`src/rtl/bbx_pkg.sv`:
```
//======================================================================
// Overview of operation
// - Opcode E5: branch to PC+2+2n when overflow flag is clear.
// - Opcode E1: branch to PC+2+2n only when zero flag is clear.
// - Opcode E4: branch to PC+2+2n when overflow flag is set.
// - Conditional branch: one cycle untaken; taken writes PC in Q4 plus one idle cycle.
// - Branch offset is signed 8-bit, doubled, added to already incremented PC.
// - Opcode 11010 plus 11-bit offset always branches, two cycles, flags untouched.
// - Bit set: read byte in Q2, write it back with bit b set in Q4.
// - Test-skip-if-clear: skip next instruction when bit b is zero.
// - Test-skip-if-set: skip next instruction when bit b is one.
// - Test-skip: one cycle, two when skipping, three over a two-word instruction.
// - Bit toggle inverts bit b of the byte in one cycle, flags unchanged.
// - Access bit zero selects access bank (FSR2 plus f for f below 60h in extended mode); one selects bank select register.
// - Opcode E7: branch to PC+2+2n when negative flag is clear.
package bbx_pkg;

    //==================================================================
    // Timing
    localparam int CLK_HZ = 10_000_000;
    localparam int CLK_PERIOD_NS = 1_000_000_000 / CLK_HZ;
    localparam logic [1:0] FLUSH_ONE = 2'h1;
    localparam logic [1:0] FLUSH_TWO = 2'h2;

    //==================================================================
    // Opcodes
    localparam logic [7:0] OPC_BR_NO_OVF = 8'hE5;
    localparam logic [7:0] OPC_BR_NOT_ZERO = 8'hE1;
    localparam logic [7:0] OPC_BR_ON_OVF = 8'hE4;
    localparam logic [7:0] OPC_BR_NOT_NEG = 8'hE7;
    localparam logic [4:0] OPC_BR_ALWAYS = 5'h1A;
    localparam logic [3:0] OPC_BIT_SET = 4'h8;
    localparam logic [3:0] OPC_SKIP_CLR = 4'hB;
    localparam logic [3:0] OPC_SKIP_SET = 4'hA;
    localparam logic [3:0] OPC_BIT_TGL = 4'h7;
    localparam logic [3:0] OPC_TWO_WORD_MOVE = 4'hC;
    localparam logic [5:0] OPC_TWO_WORD_LONG = 6'h3B;

    //==================================================================
    // Data memory addressing
    localparam logic [7:0] ACCESS_SPLIT = 8'h60;
    localparam logic [3:0] ACCESS_LOW_BANK = 4'h0;
    localparam logic [3:0] ACCESS_HIGH_BANK = 4'hF;

    //==================================================================
    // Register map (byte addresses)
    localparam logic [7:0] REG_CTRL = 8'h00;
    localparam logic [7:0] REG_STATUS = 8'h04;
    localparam logic [7:0] REG_BANK_SEL = 8'h08;
    localparam logic [7:0] REG_PC = 8'h0C;
    localparam logic [7:0] REG_FSR2 = 8'h10;
    localparam logic [7:0] REG_STATE = 8'h14;
    localparam logic [7:0] REG_INSTR = 8'h18;
    localparam int CTRL_RUN_BIT = 0;
    localparam int CTRL_EXT_BIT = 1;
    localparam int STATUS_Z_BIT = 2;
    localparam int STATUS_OV_BIT = 3;
    localparam int STATUS_N_BIT = 4;
    localparam logic [1:0] CTRL_RST = 2'h0;
    localparam logic [4:0] STATUS_RST = 5'h00;
    localparam logic [3:0] BANK_SEL_RST = 4'h0;
    localparam logic [20:0] PC_RST = 21'h000000;
    localparam logic [11:0] FSR2_RST = 12'h000;

    //==================================================================
    // Types
    typedef enum logic [1:0] {QPH_1, QPH_2, QPH_3, QPH_4} bbx_qphase_e;
    typedef enum logic [3:0] {
        OP_NONE, OP_BR_NO_OVF, OP_BR_NOT_ZERO, OP_BR_ON_OVF, OP_BR_NOT_NEG,
        OP_BR_ALWAYS, OP_BIT_SET, OP_SKIP_CLR, OP_SKIP_SET, OP_BIT_TGL
    } bbx_op_e;
    typedef struct packed {
        logic [11:0] addr;
        logic re;
        logic we;
        logic [7:0] wdata;
    } bbx_dmem_req_s;

endpackage

```
`src/rtl/bbx_addr_calc.sv`:
```
module bbx_addr_calc
    import bbx_pkg::*;
(
    // Instruction fields
    input wire logic [7:0] file_addr,
    input wire logic access_bit,
    // Context
    input wire logic [3:0] bank_sel,
    input wire logic ext_en,
    input wire logic [11:0] fsr2,
    // Result
    output logic [11:0] mem_addr
);

    always_comb begin
        if (access_bit) begin
            mem_addr = {bank_sel, file_addr};
        end else if (ext_en && file_addr < ACCESS_SPLIT) begin
            mem_addr = fsr2 + {4'h0, file_addr};
        end else if (file_addr < ACCESS_SPLIT) begin
            mem_addr = {ACCESS_LOW_BANK, file_addr};
        end else begin
            mem_addr = {ACCESS_HIGH_BANK, file_addr};
        end
    end

endmodule

```
`src/rtl/bbx_bit_unit.sv`:
```
module bbx_bit_unit
    import bbx_pkg::*;
(
    // Operation
    input wire bbx_op_e op,
    input wire logic [2:0] bit_sel,
    input wire logic [7:0] data_in,
    // Results
    output logic [7:0] data_out,
    output logic bit_val
);

    logic [7:0] mask;

    always_comb begin
        mask = 8'h01 << bit_sel;
        bit_val = data_in[bit_sel];
        unique case (op)
            OP_BIT_SET: data_out = data_in | mask;
            OP_BIT_TGL: data_out = data_in ^ mask;
            default: data_out = data_in;
        endcase
    end

endmodule

```
`src/rtl/bbx_exec.sv`:
```
module bbx_exec
    import bbx_pkg::*;
(
    // Clock and reset
    input wire logic sys_clk,
    input wire logic rst_n,
    // Wishbone slave
    input wire logic wb_cyc_i,
    input wire logic wb_stb_i,
    input wire logic wb_we_i,
    input wire logic [7:0] wb_adr_i,
    input wire logic [3:0] wb_sel_i,
    input wire logic [31:0] wb_dat_i,
    output logic [31:0] wb_dat_o,
    output logic wb_ack_o,
    // Program memory
    output logic [20:0] prog_addr,
    input wire logic [15:0] prog_data,
    // Data memory
    output bbx_dmem_req_s dmem_req,
    input wire logic [7:0] dmem_rdata
);

    //==================================================================
    // State
    bbx_qphase_e qph_reg, qph_next;
    bbx_op_e op_reg, op_next, op_dec;
    logic [15:0] instr_reg, instr_next;
    logic [20:0] pc_reg, pc_next;
    logic [7:0] rd_reg, rd_next;
    logic [1:0] flush_reg, flush_next;
    logic flush_adv_reg, flush_adv_next;
    bbx_dmem_req_s dmem_reg, dmem_next;
    logic [1:0] ctrl_reg, ctrl_next;
    logic [4:0] status_reg, status_next;
    logic [3:0] bank_reg, bank_next;
    logic [11:0] fsr2_reg, fsr2_next;
    logic ack_reg, ack_next;
    logic [31:0] dat_reg, dat_next;

    logic run;
    logic wr_en;
    logic [31:0] wr_mask;
    logic [31:0] rd_mux;
    logic [11:0] mem_addr;
    logic [7:0] bit_result;
    logic bit_val;
    logic take;
    logic skip;
    logic next_two_word;
    logic [20:0] br_off;
    logic [20:0] br_target;
    logic flag_n;
    logic flag_ov;
    logic flag_z;

    assign run = ctrl_reg[CTRL_RUN_BIT];
    assign flag_n = status_reg[STATUS_N_BIT];
    assign flag_ov = status_reg[STATUS_OV_BIT];
    assign flag_z = status_reg[STATUS_Z_BIT];
    assign prog_addr = pc_reg;
    assign dmem_req = dmem_reg;
    assign wb_ack_o = ack_reg;
    assign wb_dat_o = dat_reg;

    //==================================================================
    // Helpers
    bbx_addr_calc u_addr (
        .file_addr(instr_next[7:0]),
        .access_bit(instr_next[8]),
        .bank_sel(bank_reg),
        .ext_en(ctrl_reg[CTRL_EXT_BIT]),
        .fsr2(fsr2_reg),
        .mem_addr(mem_addr)
    );

    bbx_bit_unit u_bit (
        .op(op_reg),
        .bit_sel(instr_reg[11:9]),
        .data_in(rd_reg),
        .data_out(bit_result),
        .bit_val(bit_val)
    );

    //==================================================================
    // Decode of the word on the program bus
    always_comb begin
        if (prog_data[15:8] == OPC_BR_NO_OVF) begin
            op_dec = OP_BR_NO_OVF;
        end else if (prog_data[15:8] == OPC_BR_NOT_ZERO) begin
            op_dec = OP_BR_NOT_ZERO;
        end else if (prog_data[15:8] == OPC_BR_ON_OVF) begin
            op_dec = OP_BR_ON_OVF;
        end else if (prog_data[15:8] == OPC_BR_NOT_NEG) begin
            op_dec = OP_BR_NOT_NEG;
        end else if (prog_data[15:11] == OPC_BR_ALWAYS) begin
            op_dec = OP_BR_ALWAYS;
        end else if (prog_data[15:12] == OPC_BIT_SET) begin
            op_dec = OP_BIT_SET;
        end else if (prog_data[15:12] == OPC_SKIP_CLR) begin
            op_dec = OP_SKIP_CLR;
        end else if (prog_data[15:12] == OPC_SKIP_SET) begin
            op_dec = OP_SKIP_SET;
        end else if (prog_data[15:12] == OPC_BIT_TGL) begin
            op_dec = OP_BIT_TGL;
        end else begin
            // Other instructions belong to other units
            op_dec = OP_NONE;
        end
        next_two_word = (prog_data[15:12] == OPC_TWO_WORD_MOVE) ||
                        (prog_data[15:10] == OPC_TWO_WORD_LONG);
    end

    //==================================================================
    // Branch and skip decisions
    always_comb begin
        if (op_reg == OP_BR_ALWAYS) begin
            br_off = {{9{instr_reg[10]}}, instr_reg[10:0], 1'b0};
        end else begin
            br_off = {{12{instr_reg[7]}}, instr_reg[7:0], 1'b0};
        end
        br_target = pc_reg + br_off;
        unique case (op_reg)
            OP_BR_NO_OVF: take = !flag_ov;
            OP_BR_NOT_ZERO: take = !flag_z;
            OP_BR_ON_OVF: take = flag_ov;
            OP_BR_NOT_NEG: take = !flag_n;
            OP_BR_ALWAYS: take = 1'b1;
            default: take = 1'b0;
        endcase
        skip = (op_reg == OP_SKIP_CLR && !bit_val) ||
               (op_reg == OP_SKIP_SET && bit_val);
    end

    //==================================================================
    // Instruction sequencer
    always_comb begin
        qph_next = qph_reg;
        op_next = op_reg;
        instr_next = instr_reg;
        pc_next = pc_reg;
        rd_next = rd_reg;
        flush_next = flush_reg;
        flush_adv_next = flush_adv_reg;
        dmem_next = '0;
        dmem_next.addr = mem_addr;
        if (run) begin
            unique case (qph_reg)
                QPH_1: begin
                    qph_next = QPH_2;
                    if (flush_reg != 2'h0) begin
                        // Discarded slot: a no-operation runs in its place
                        op_next = OP_NONE;
                        if (flush_adv_reg) begin
                            pc_next = pc_reg + 21'h2;
                        end
                    end else begin
                        op_next = op_dec;
                        instr_next = prog_data;
                        pc_next = pc_reg + 21'h2;
                        dmem_next.re = (op_dec == OP_BIT_SET) || (op_dec == OP_BIT_TGL) ||
                                       (op_dec == OP_SKIP_CLR) || (op_dec == OP_SKIP_SET);
                    end
                end
                QPH_2: begin
                    qph_next = QPH_3;
                    rd_next = dmem_rdata;
                end
                QPH_3: begin
                    qph_next = QPH_4;
                    if (op_reg == OP_BIT_SET || op_reg == OP_BIT_TGL) begin
                        dmem_next.we = 1'b1;
                        dmem_next.wdata = bit_result;
                    end
                end
                QPH_4: begin
                    qph_next = QPH_1;
                    if (flush_reg != 2'h0) begin
                        flush_next = flush_reg - 2'h1;
                    end else if (take) begin
                        pc_next = br_target;
                        flush_next = FLUSH_ONE;
                        flush_adv_next = 1'b0;
                    end else if (skip) begin
                        // Skipped words are stepped over, not executed
                        flush_next = next_two_word ? FLUSH_TWO : FLUSH_ONE;
                        flush_adv_next = 1'b1;
                    end
                end
            endcase
        end
        if (wr_en && wb_adr_i == REG_PC) begin
            // Software reload of the program counter wins and cancels a flush
            pc_next = (pc_reg & ~wr_mask[20:0]) | (wb_dat_i[20:0] & wr_mask[20:0]);
            flush_next = 2'h0;
        end
    end

    always_ff @(posedge sys_clk or negedge rst_n) begin
        if (!rst_n) begin
            qph_reg <= QPH_1;
            op_reg <= OP_NONE;
            instr_reg <= 16'h0000;
            pc_reg <= PC_RST;
            rd_reg <= 8'h00;
            flush_reg <= 2'h0;
            flush_adv_reg <= 1'b0;
            dmem_reg <= '0;
        end else begin
            qph_reg <= qph_next;
            op_reg <= op_next;
            instr_reg <= instr_next;
            pc_reg <= pc_next;
            rd_reg <= rd_next;
            flush_reg <= flush_next;
            flush_adv_reg <= flush_adv_next;
            dmem_reg <= dmem_next;
        end
    end

    //==================================================================
    // Wishbone register file
    always_comb begin
        wr_en = wb_cyc_i && wb_stb_i && wb_we_i && ack_reg;
        wr_mask = {{8{wb_sel_i[3]}}, {8{wb_sel_i[2]}}, {8{wb_sel_i[1]}}, {8{wb_sel_i[0]}}};
        unique case (wb_adr_i)
            REG_CTRL: rd_mux = {30'h0, ctrl_reg};
            REG_STATUS: rd_mux = {27'h0, status_reg};
            REG_BANK_SEL: rd_mux = {28'h0, bank_reg};
            REG_PC: rd_mux = {11'h0, pc_reg};
            REG_FSR2: rd_mux = {20'h0, fsr2_reg};
            REG_STATE: rd_mux = {24'h0, op_reg, flush_reg, qph_reg};
            REG_INSTR: rd_mux = {16'h0, instr_reg};
            default: rd_mux = 32'h0;
        endcase
        ack_next = wb_cyc_i && wb_stb_i && !ack_reg;
        dat_next = ack_next ? rd_mux : 32'h0;
        ctrl_next = ctrl_reg;
        status_next = status_reg;
        bank_next = bank_reg;
        fsr2_next = fsr2_reg;
        if (wr_en) begin
            unique case (wb_adr_i)
                REG_CTRL: ctrl_next = (ctrl_reg & ~wr_mask[1:0]) | (wb_dat_i[1:0] & wr_mask[1:0]);
                REG_STATUS: begin
                    status_next = (status_reg & ~wr_mask[4:0]) | (wb_dat_i[4:0] & wr_mask[4:0]);
                end
                REG_BANK_SEL: bank_next = (bank_reg & ~wr_mask[3:0]) | (wb_dat_i[3:0] & wr_mask[3:0]);
                REG_FSR2: begin
                    fsr2_next = (fsr2_reg & ~wr_mask[11:0]) | (wb_dat_i[11:0] & wr_mask[11:0]);
                end
                default: ctrl_next = ctrl_reg;
            endcase
        end
    end

    always_ff @(posedge sys_clk or negedge rst_n) begin
        if (!rst_n) begin
            ctrl_reg <= CTRL_RST;
            status_reg <= STATUS_RST;
            bank_reg <= BANK_SEL_RST;
            fsr2_reg <= FSR2_RST;
            ack_reg <= 1'b0;
            dat_reg <= 32'h0;
        end else begin
            ctrl_reg <= ctrl_next;
            status_reg <= status_next;
            bank_reg <= bank_next;
            fsr2_reg <= fsr2_next;
            ack_reg <= ack_next;
            dat_reg <= dat_next;
        end
    end

    logic pc_sw_wr;
    assign pc_sw_wr = wr_en && wb_adr_i == REG_PC;
endmodule

```
`config.mk`:
```
export PLATFORM = sky130hd
export DESIGN_NAME = bbx_exec
export DESIGN_NICKNAME = d
export VERILOG_FILES = /design/src/rtl/bbx_pkg.sv /design/src/rtl/bbx_addr_calc.sv /design/src/rtl/bbx_bit_unit.sv /design/src/rtl/bbx_exec.sv
export SDC_FILE = /design/constraint.sdc
export NUM_CORES = 1
export LEC_CHECK = 0
export BUFFER_PORTS_ARGS = -buffer_cell sky130_fd_sc_hd__buf_2
export CORE_MARGIN = 4
export CORE_UTILIZATION = 40
export DETAILED_ROUTE_END_ITERATION = 10
export GPL_ROUTABILITY_DRIVEN = 0
export MAX_ROUTING_LAYER = met4
export PLACE_DENSITY = 0.67
export SYNTH_ARGS = -nofsm -noshare
export SYNTH_HDL_FRONTEND = slang
export SYNTH_SLANG_ARGS = --single-unit
```
`constraint.sdc`:
```
create_clock -name sys_clk -period 7.47 [get_ports sys_clk]
set_clock_uncertainty 0.15 [all_clocks]
set_input_delay 0 -clock sys_clk [delete_from_list [all_inputs] [get_ports sys_clk]]
set_output_delay 0 -clock sys_clk [all_outputs]
set_load 0.02 [all_outputs]
```
==> flow_metrics.py, run 1 <==
metrics = {
    "sta": {
        "layout_min_cycle_time_ns": 4.83,
        "tightestPinTransition_ns": 1.21,
        "finalHoldViolCount": 0,
        "max_freq_mhz": 207,
        "setup_violations": 0,
        "fin_ws_ns": 2.64,
        "period_share_pct": 64.6,
        "slew-limit-headroom_pct": 19.5,
        "rsz0062_at_grt": "false",
        "final-max-slew-violation-count": 0,
        "timing.setup.tns_ns": 0,
    },
    "route": {
        "drc": 0,
        "wl_per_cell_um": 18.4,
        "routed_via_density": 5.51,
        "first_pass_iters": 5,
        "drt_wl_total_um": 21600,
        "first_iter_violations": 440,
        "ant_nets": 0,
        "vias": 6458,
    },
    "cells_and_area": {
        "area_growth_pct": 28.8,
        "nNetsFinal": 1050,
        "antenna_cells": 0,
        "multiInputGateArea_um2": 3910,
        "final_util_pct": 53.1,
        "instances_no_fill": 1173,
        "fillers": 1573,
        "drive_gt1_share_pct": 21.9,
        "regArea_um2": 3030,
    },
    "clocking": {
        "cts_buffers": 17,
        "cts_root_buffer": "clkbuf_16",
        "clock-sinks": 121,
        "cts_max_path_buffers": 2,
        "ctsResizeCount": 0,
        "clkLatencyLatePin_ns": 0.43,
        "clk_pin_slew_ns": 0.06,
        "ctsHtreeMaxLevel": 4,
        "cts_tree": "built",
    },
    "global_route": {
        "met1_usage_pct": 29.5,
        "grt_pass1_wl_um": 34900,
        "grt-ovfl-total": 0,
        "grt.total_usage_pct": 22.7,
        "antenna_found_initial": 0,
        "grt_max_degree": 78,
        "grt_pass1_vias": 6574,
        "grt_util_met3_pct": 4.40,
        "grt-busiest-layer": "met2",
        "use_met2_pct": 35.1,
    },
    "pwr": {
        "power_density_nw_per_um2": 184,
        "total_leakage_power_nw": 4.57,
        "vdd_ir_drop_max_v": 0.000147,
    },
    "floorplan": {
        "die_area_um2": 20200,
        "die_w_um": 142,
        "rows": 48,
        "start_util_pct": 41.2,
        "ios": 149,
        "chipHeight_um": 142,
        "core_area_um2": 17500,
    },
    "worst_hold_path": {
        "hp-start": "wb_adr_i[3]",
        "hold_end": "wb_dat_o[0]",
        "hold_path.class": "in -> reg",
        "hold_path_depth": 5,
    },
    "setup_path": {
        "crit_type": "reg -> reg",
        "crit_arrival_ns": 4.99,
        "ff2ff_path_depth": 13,
        "cp_num_buf_inv": 1,
        "cp-end-kind": "register",
        "r2r_start": "op_reg[2]",
        "cp_cell_sequence": "nor2b_1 > nand3b_1 > mux2i_1 > nor2b_1 > ha_1 > a21oi_1 > o2111ai_1 > a21oi_1 > o211ai_1 > xor2_1 > a221oi_1 > a311oi_2 > dlygate4sd3_1",
        "r2r_setup_slack_ns": 2.64,
        "critPathRequiredTime_ns": 7.63,
        "cp_slowest_cell": "nor2b_1",
        "start_kind": "register",
        "critPathTopFamily": "compound AO/OA/AOI/OAI gates",
        "cp_max_fo": 10,
        "worst_path_largest_cell_delay_ns": 0.72,
    },
    "synth": {
        "ys_seq_area_share_pct": 42.0,
        "avgSynthCellArea_um2": 9.52,
        "synthFlopType": "dfrtp_1",
        "netlist_instances": 757,
        "synth.most_common_cell": "dfrtp_1",
        "synth_edf_count": 0,
        "ys_warn_count": 0,
        "async_flop_share_pct": 100,
        "synth_cell_types": 71,
        "synth_area_um2": 7210,
        "synth_seq_cells": 121,
        "synth_top_cells_by_count": "dfrtp_1 (121), nand2_1 (95), nor2_1 (60)",
        "synth_top_area_share_pct": 42.0,
        "synth_area_leader_cell": "dfrtp_1",
        "synthTopCellsByArea": "dfrtp_1 (42%), ha_1 (6.9%), mux2_2 (5.6%)",
    },
    "place": {
        "dp_hpwl_um": 15200,
        "dp_cells": 1076,
        "dp_worst_setup_slack_ns": 3.15,
        "port_buffers": 125,
    },
    "flow_run": {
        "maxCapViolCount": 0,
    },
    "run_status": {
        "outcome": "completed",
    },
}
==> logic make-up (layout without fill, tap and decap cells) <==
kind of cell               Yosys count  after routing  share of synthesized area [%]
buffers and inverters               66            247                           4.39
xor gates and xnor gates            25             25                           3.04
AOI/OAI and AO/OA                  186            186                           16.8
other                                1             11                         0.0520
and+or+nand+nor                    263            263                           17.9
muxes                               53             53                           8.33
adders and majority gates           42             42                           7.50
DFF                                121            121                           42.0
==> per-layer routing <==
metal	vias to the layer above	share of wire (%)
met5	-	0
met4	0	2.9
met3	42	6.3
met2	233	48
met1	3116	43
li1	3067	-
==> through the flow <==
| step | area [um2] | hold slack, ns | power [mW] |
|---|---|---|---|
| global placement | 7950 | -0.100 | 0.753 |
| floorplan | 7240 | -0.446 | 0.714 |
| finish | 9280 | 0.0888 | 1.71 |
| CTS | 9280 | 0.0591 | 1.72 |
| global route | 9280 | 0.120 | 1.76 |
| detailed placement | 7950 | -0.0944 | 0.754 |
==> what timing repair did <==
| action | 4_1_cts | 5_1_grt |
|---|---|---|
| hold buffers | 65 | 0 |
| setup buffers | 0 | 0 |
| hold endpoints to repair | 130 | 0 |
==> layout make-up <==
cell class,count,share of cell area [%]
Timing Repair Buffer,192,13.9
Tap cell,225,3.03
Clock buffer,20,5.03
Inverter,23,0.930
Multi-Input combinational cell,580,42.2
Clock inverter,12,2.27
Sequential cell,121,32.6
==> where the power goes <==
part | leakage [nW] | switching (mW) | internal, mW
Sequential | 1.52 | 0.00580 | 0.660
Combinational | 2.73 | 0.0545 | 0.0453
Clock | 0.328 | 0.322 | 0.623
==> worst max path at each step <==
stage	cells past startpoint	startpoint	end
2_1_floorplan	14	op_reg[2]	register
3_3_place_gp	15	qph_reg[0]	dmem_req[20]
3_5_place_dp	15	qph_reg[0]	dmem_req[20]
4_1_cts	13	op_reg[2]	register
5_1_grt	13	op_reg[2]	register
6_report	13	op_reg[2]	register
==> worst reg2reg max path, cell delays in order (launching register included) <==
cell and delay [ns]:
dfrtp_1 0.48, nor2b_1 0.28, nand3b_1 0.26, mux2i_1 0.18, nor2b_1 0.72, ha_1 0.50
a21oi_1 0.26, o2111ai_1 0.13, a21oi_1 0.34, o211ai_1 0.18, xor2_1 0.18, a221oi_1 0.38
a311oi_2 0.07, dlygate4sd3_1 0.60
==> cells in the final DEF, fill, tap and decap left out, types with 4 or more instances in the layout <==
cell type | netlist | routed
xnor2_1 | 16 | 16
a21o_1 | 9 | 9
nand2b_1 | 8 | 8
o211ai_1 | 5 | 5
o21bai_1 | 5 | 5
inv_1 | 23 | 23
dfrtp_1 | 121 | 121
nand3_1 | 20 | 20
clkbuf_16 | 0 | 17
a31oi_1 | 7 | 7
nor3_1 | 7 | 7
a211oi_1 | 6 | 6
nor2_1 | 60 | 60
o21ai_1 | 5 | 5
nor2b_1 | 13 | 13
mux2_2 | 36 | 36
o21ai_0 | 33 | 33
a2bb2oi_1 | 4 | 4
xor2_1 | 9 | 9
a21oi_1 | 57 | 57
nand2_1 | 95 | 95
mux2i_1 | 15 | 15
a221o_1 | 7 | 7
dlygate4sd3_1 | 0 | 65
and3_1 | 16 | 16
conb_1 | 1 | 11
a22oi_1 | 20 | 20
bufinv_16 | 0 | 5
and2_1 | 10 | 10
buf_2 | 7 | 124
nand3b_1 | 6 | 6
ha_1 | 40 | 40
(Power assumes the default switching activity.)
==> run 2: changes to the inputs <==
ABC_AREA = 1   (was default)
PLACE_DENSITY = 0.69   (was 0.67)
clock period = 4.2 ns   (was 7.47 ns; I/O delays follow)
==> run 2 against run 1 <==
Compared with the run above:
- power rose by 73%
- die area grew 5.1%
- area after synthesis rose by 5.4%
- count of clock-buffer cells in the layout increased by 3
- first-iteration DRC count rose by 56%
- wire length rose by 9.3%
- final cell count is 26% higher
- synthesized cell count grew 35%
- global-route usage up 0.67 points
- design area increased by 6.1%
- critical path depth rose by 4
==> flow_metrics.py, run 2 <==
metrics = {
    "run_status": {
        "outcome": "completed",
    },
    "clocking": {
        "cts_buffers": 17,
        "cts_max_path_buffers": 2,
        "cts_tree": "built",
        "clock-sinks": 121,
        "clk_pin_slew_ns": 0.06,
        "ctsHtreeMaxLevel": 4,
        "cts_root_buffer": "clkbuf_16",
        "clkLatencyLatePin_ns": 0.43,
    },
    "route": {
        "first_iter_violations": 685,
        "wl_per_cell_um": 15.9,
        "vias": 7691,
        "drt_wl_total_um": 23600,
        "first_pass_iters": 5,
        "routed_via_density": 5.20,
        "ant_nets": 0,
        "drc": 0,
    },
    "sta": {
        "setup_violations": 0,
        "layout_min_cycle_time_ns": 3.98,
        "fin_ws_ns": 0.219,
        "slew-limit-headroom_pct": 38.6,
        "timing.setup.tns_ns": 0,
        "rsz0062_at_grt": "false",
        "period_share_pct": 94.8,
        "tightestPinTransition_ns": 0.919,
        "max_freq_mhz": 251,
        "final-max-slew-violation-count": 0,
        "finalHoldViolCount": 0,
    },
    "cells_and_area": {
        "antenna_cells": 0,
        "instances_no_fill": 1479,
        "layout_commonest_cell": "nand2_1",
        "final_util_pct": 52.6,
        "nNetsFinal": 1348,
        "regArea_um2": 3030,
        "fillers": 1810,
        "area_growth_pct": 29.6,
        "final_cell_mix": "nand2_1 (291), inv_1 (124), buf_2 (124)",
        "drive_gt1_share_pct": 16.9,
        "multiInputGateArea_um2": 3940,
    },
    "pwr": {
        "vdd_ir_drop_max_v": 0.000283,
        "p_seq_share_pct": 40.3,
        "power_switching_mw": 0.658,
        "power_switching_share_pct": 22.3,
        "power_density_nw_per_um2": 300,
        "power.internal_mw": 2.30,
        "clkPwrFrac_pct": 53.1,
        "combinationalPowerShare_pct": 6.7,
        "total_leakage_power_nw": 5.36,
    },
    "place": {
        "port_buffers": 125,
        "dp_cells": 1366,
        "dp_worst_setup_slack_ns": 0.719,
        "dp_hpwl_um": 17500,
    },
    "global_route": {
        "grt.total_usage_pct": 23.3,
        "grt_pass1_wl_um": 38700,
        "grt_max_degree": 64,
        "grt_pass1_vias": 7565,
        "grt-ovfl-total": 0,
        "antenna_found_initial": 0,
    },
    "synth": {
        "synth.most_common_cell": "nand2_1",
        "synth_top_cells_by_count": "nand2_1 (291), inv_1 (125), dfrtp_1 (121)",
        "synth_top_area_share_pct": 39.9,
        "synth_edf_count": 0,
        "synth_area_um2": 7590,
        "synth_seq_cells": 121,
        "async_flop_share_pct": 100,
        "avgSynthCellArea_um2": 7.44,
        "ys_warn_count": 0,
        "synth_area_leader_cell": "dfrtp_1",
        "ys_seq_area_share_pct": 39.9,
        "netlist_instances": 1021,
        "synth_cell_types": 48,
        "synthTopCellsByArea": "dfrtp_1 (40%), nand2_1 (14%), ha_1 (6.6%)",
        "synthFlopType": "dfrtp_1",
    },
    "worst_hold_path": {
        "hold_path.class": "in -> reg",
    },
    "setup_path": {
        "critPathTopFamily": "buffers and inverters",
        "cp_num_buf_inv": 8,
        "crit_arrival_ns": 4.20,
        "cp_max_fo": 15,
        "crit_type": "in -> reg",
        "start_kind": "primary input",
        "cpMostUsedCell": "dlygate4sd3_1",
        "r2r_setup_slack_ns": 0.26,
        "cp_slowest_cell": "dlygate4sd3_1",
        "critPathRequiredTime_ns": 4.42,
        "worst_path_largest_cell_delay_ns": 0.61,
        "cp-end-kind": "register",
        "cp_cell_sequence": "dlygate4sd3_1 > buf_2 > nor2_4 > dlygate4sd3_1 > nand3_1 > nor2_4 > inv_2 > nor2_8 > inv_4 > nor2_8 > nand2_1 > dlygate4sd3_1 > nand2_1 > nand2_1 > dlygate4sd3_1 > nand2_1 > dlygate4sd3_1",
    },
    "floorplan": {
        "start_util_pct": 40.6,
        "die_area_um2": 21300,
        "core_area_um2": 18700,
        "die_w_um": 146,
        "ios": 149,
        "chipHeight_um": 146,
        "rows": 50,
    },
    "flow_run": {
        "maxCapViolCount": 0,
    },
}
[run 2: changes by cell type after synthesis, sizes merged, moves of 10 or more]
cell / delta
nand2: +203
mux2: -34
nor2b: -13
clkbuf: -13
o22ai: +10
inv: +108
and2: -11
o21ai: +36
a22oi: -19
nand3: +58
a21oi: +25
mux2i: -14
and3: -16
nor2: +21
[run 2: worst min-delay path: stages]
cell and delay, ns:
buf_2 0.10, nor2_2 0.04, nand4_1 0.14, nor2_1 0.12
nand2_1 0.07, a31oi_1 0.08
[run 2: cells by family after synthesis]
group / count (synthesis) / share of synthesized area (%)
multiplexers: 3 / 0.428
AO/OA/AOI/OAI: 190 / 13.9
XOR/XNOR: 11 / 1.27
buffers and inverters: 159 / 8.90
other: 1 / 0.0494
flip-flops: 121 / 39.9
adder cells (fa/ha/maj): 42 / 7.12
AND/OR/NAND/NOR: 494 / 28.5
[run 2: area by class of cell]
| type | count | area share [%] |
|---|---|---|
| clock buffers | 23 | 4.85 |
| clock inverters | 8 | 1.45 |
| repair buffers | 211 | 14.9 |
| inverters | 131 | 5.02 |
| well taps | 234 | 2.97 |
| multi-input cells | 751 | 40.0 |
| flip-flops and latches | 121 | 30.8 |
[run 2: worst paths after layout]
| kind | from | endpoint | cells past startpoint |
|---|---|---|---|
| worst max-delay path | wb_adr_i[0] | register | 17 |
| worst min-delay path | wb_adr_i[7] | wb_dat_o[0] | 6 |
| worst max register to register | op_reg[1] | register | 18 |
| worst min register to register | instr_reg[13] | instr_reg[13] | 2 |
| max in group asynchronous | rst_n | op_reg[2] | 3 |
| min in group asynchronous | rst_n | wb_dat_o[5] | 2 |
[run 2: power groups by stage]
| stage | clock network [mW] | registers, mW | logic, mW |
|---|---|---|---|
| 2_1_floorplan | 0 | 1.21 | 0.0724 |
| 3_3_place_gp | 0 | 1.21 | 0.151 |
| 3_5_place_dp | 0 | 1.21 | 0.154 |
| 4_1_cts | 1.58 | 1.19 | 0.198 |
| 5_1_grt | 1.64 | 1.19 | 0.222 |
| 6_report | 1.57 | 1.19 | 0.197 |
[run 2: metal layers]
metal	part of all wire (%)	track usage, %	up-vias
li1	-	-	3745
met3	8.6	6.42	37
met2	47	37.0	325
met1	43	29.4	3584
met4	1.8	6.70	0
met5	0	-	-
[run 2: per-stage QoR]
stage                     cell area [um2]  hold WS, ns  power, mW
after CTS                            9810       0.0301       2.97
after global routing                 9850       0.0801       3.05
after global placement               8400     -0.00857       1.36
after detailed placement             8400      0.00963       1.36
final                                9850       0.0317       2.95
after floorplan                      7630       -0.446       1.28
[run 2: repair_timing]
item                       in CTS  in global routing
setup endpoints to repair       0                  1
hold endpoints to repair      165                  0
hold buffers                   79                  0
resized for setup               0                  5
buffers inserted                0                  3
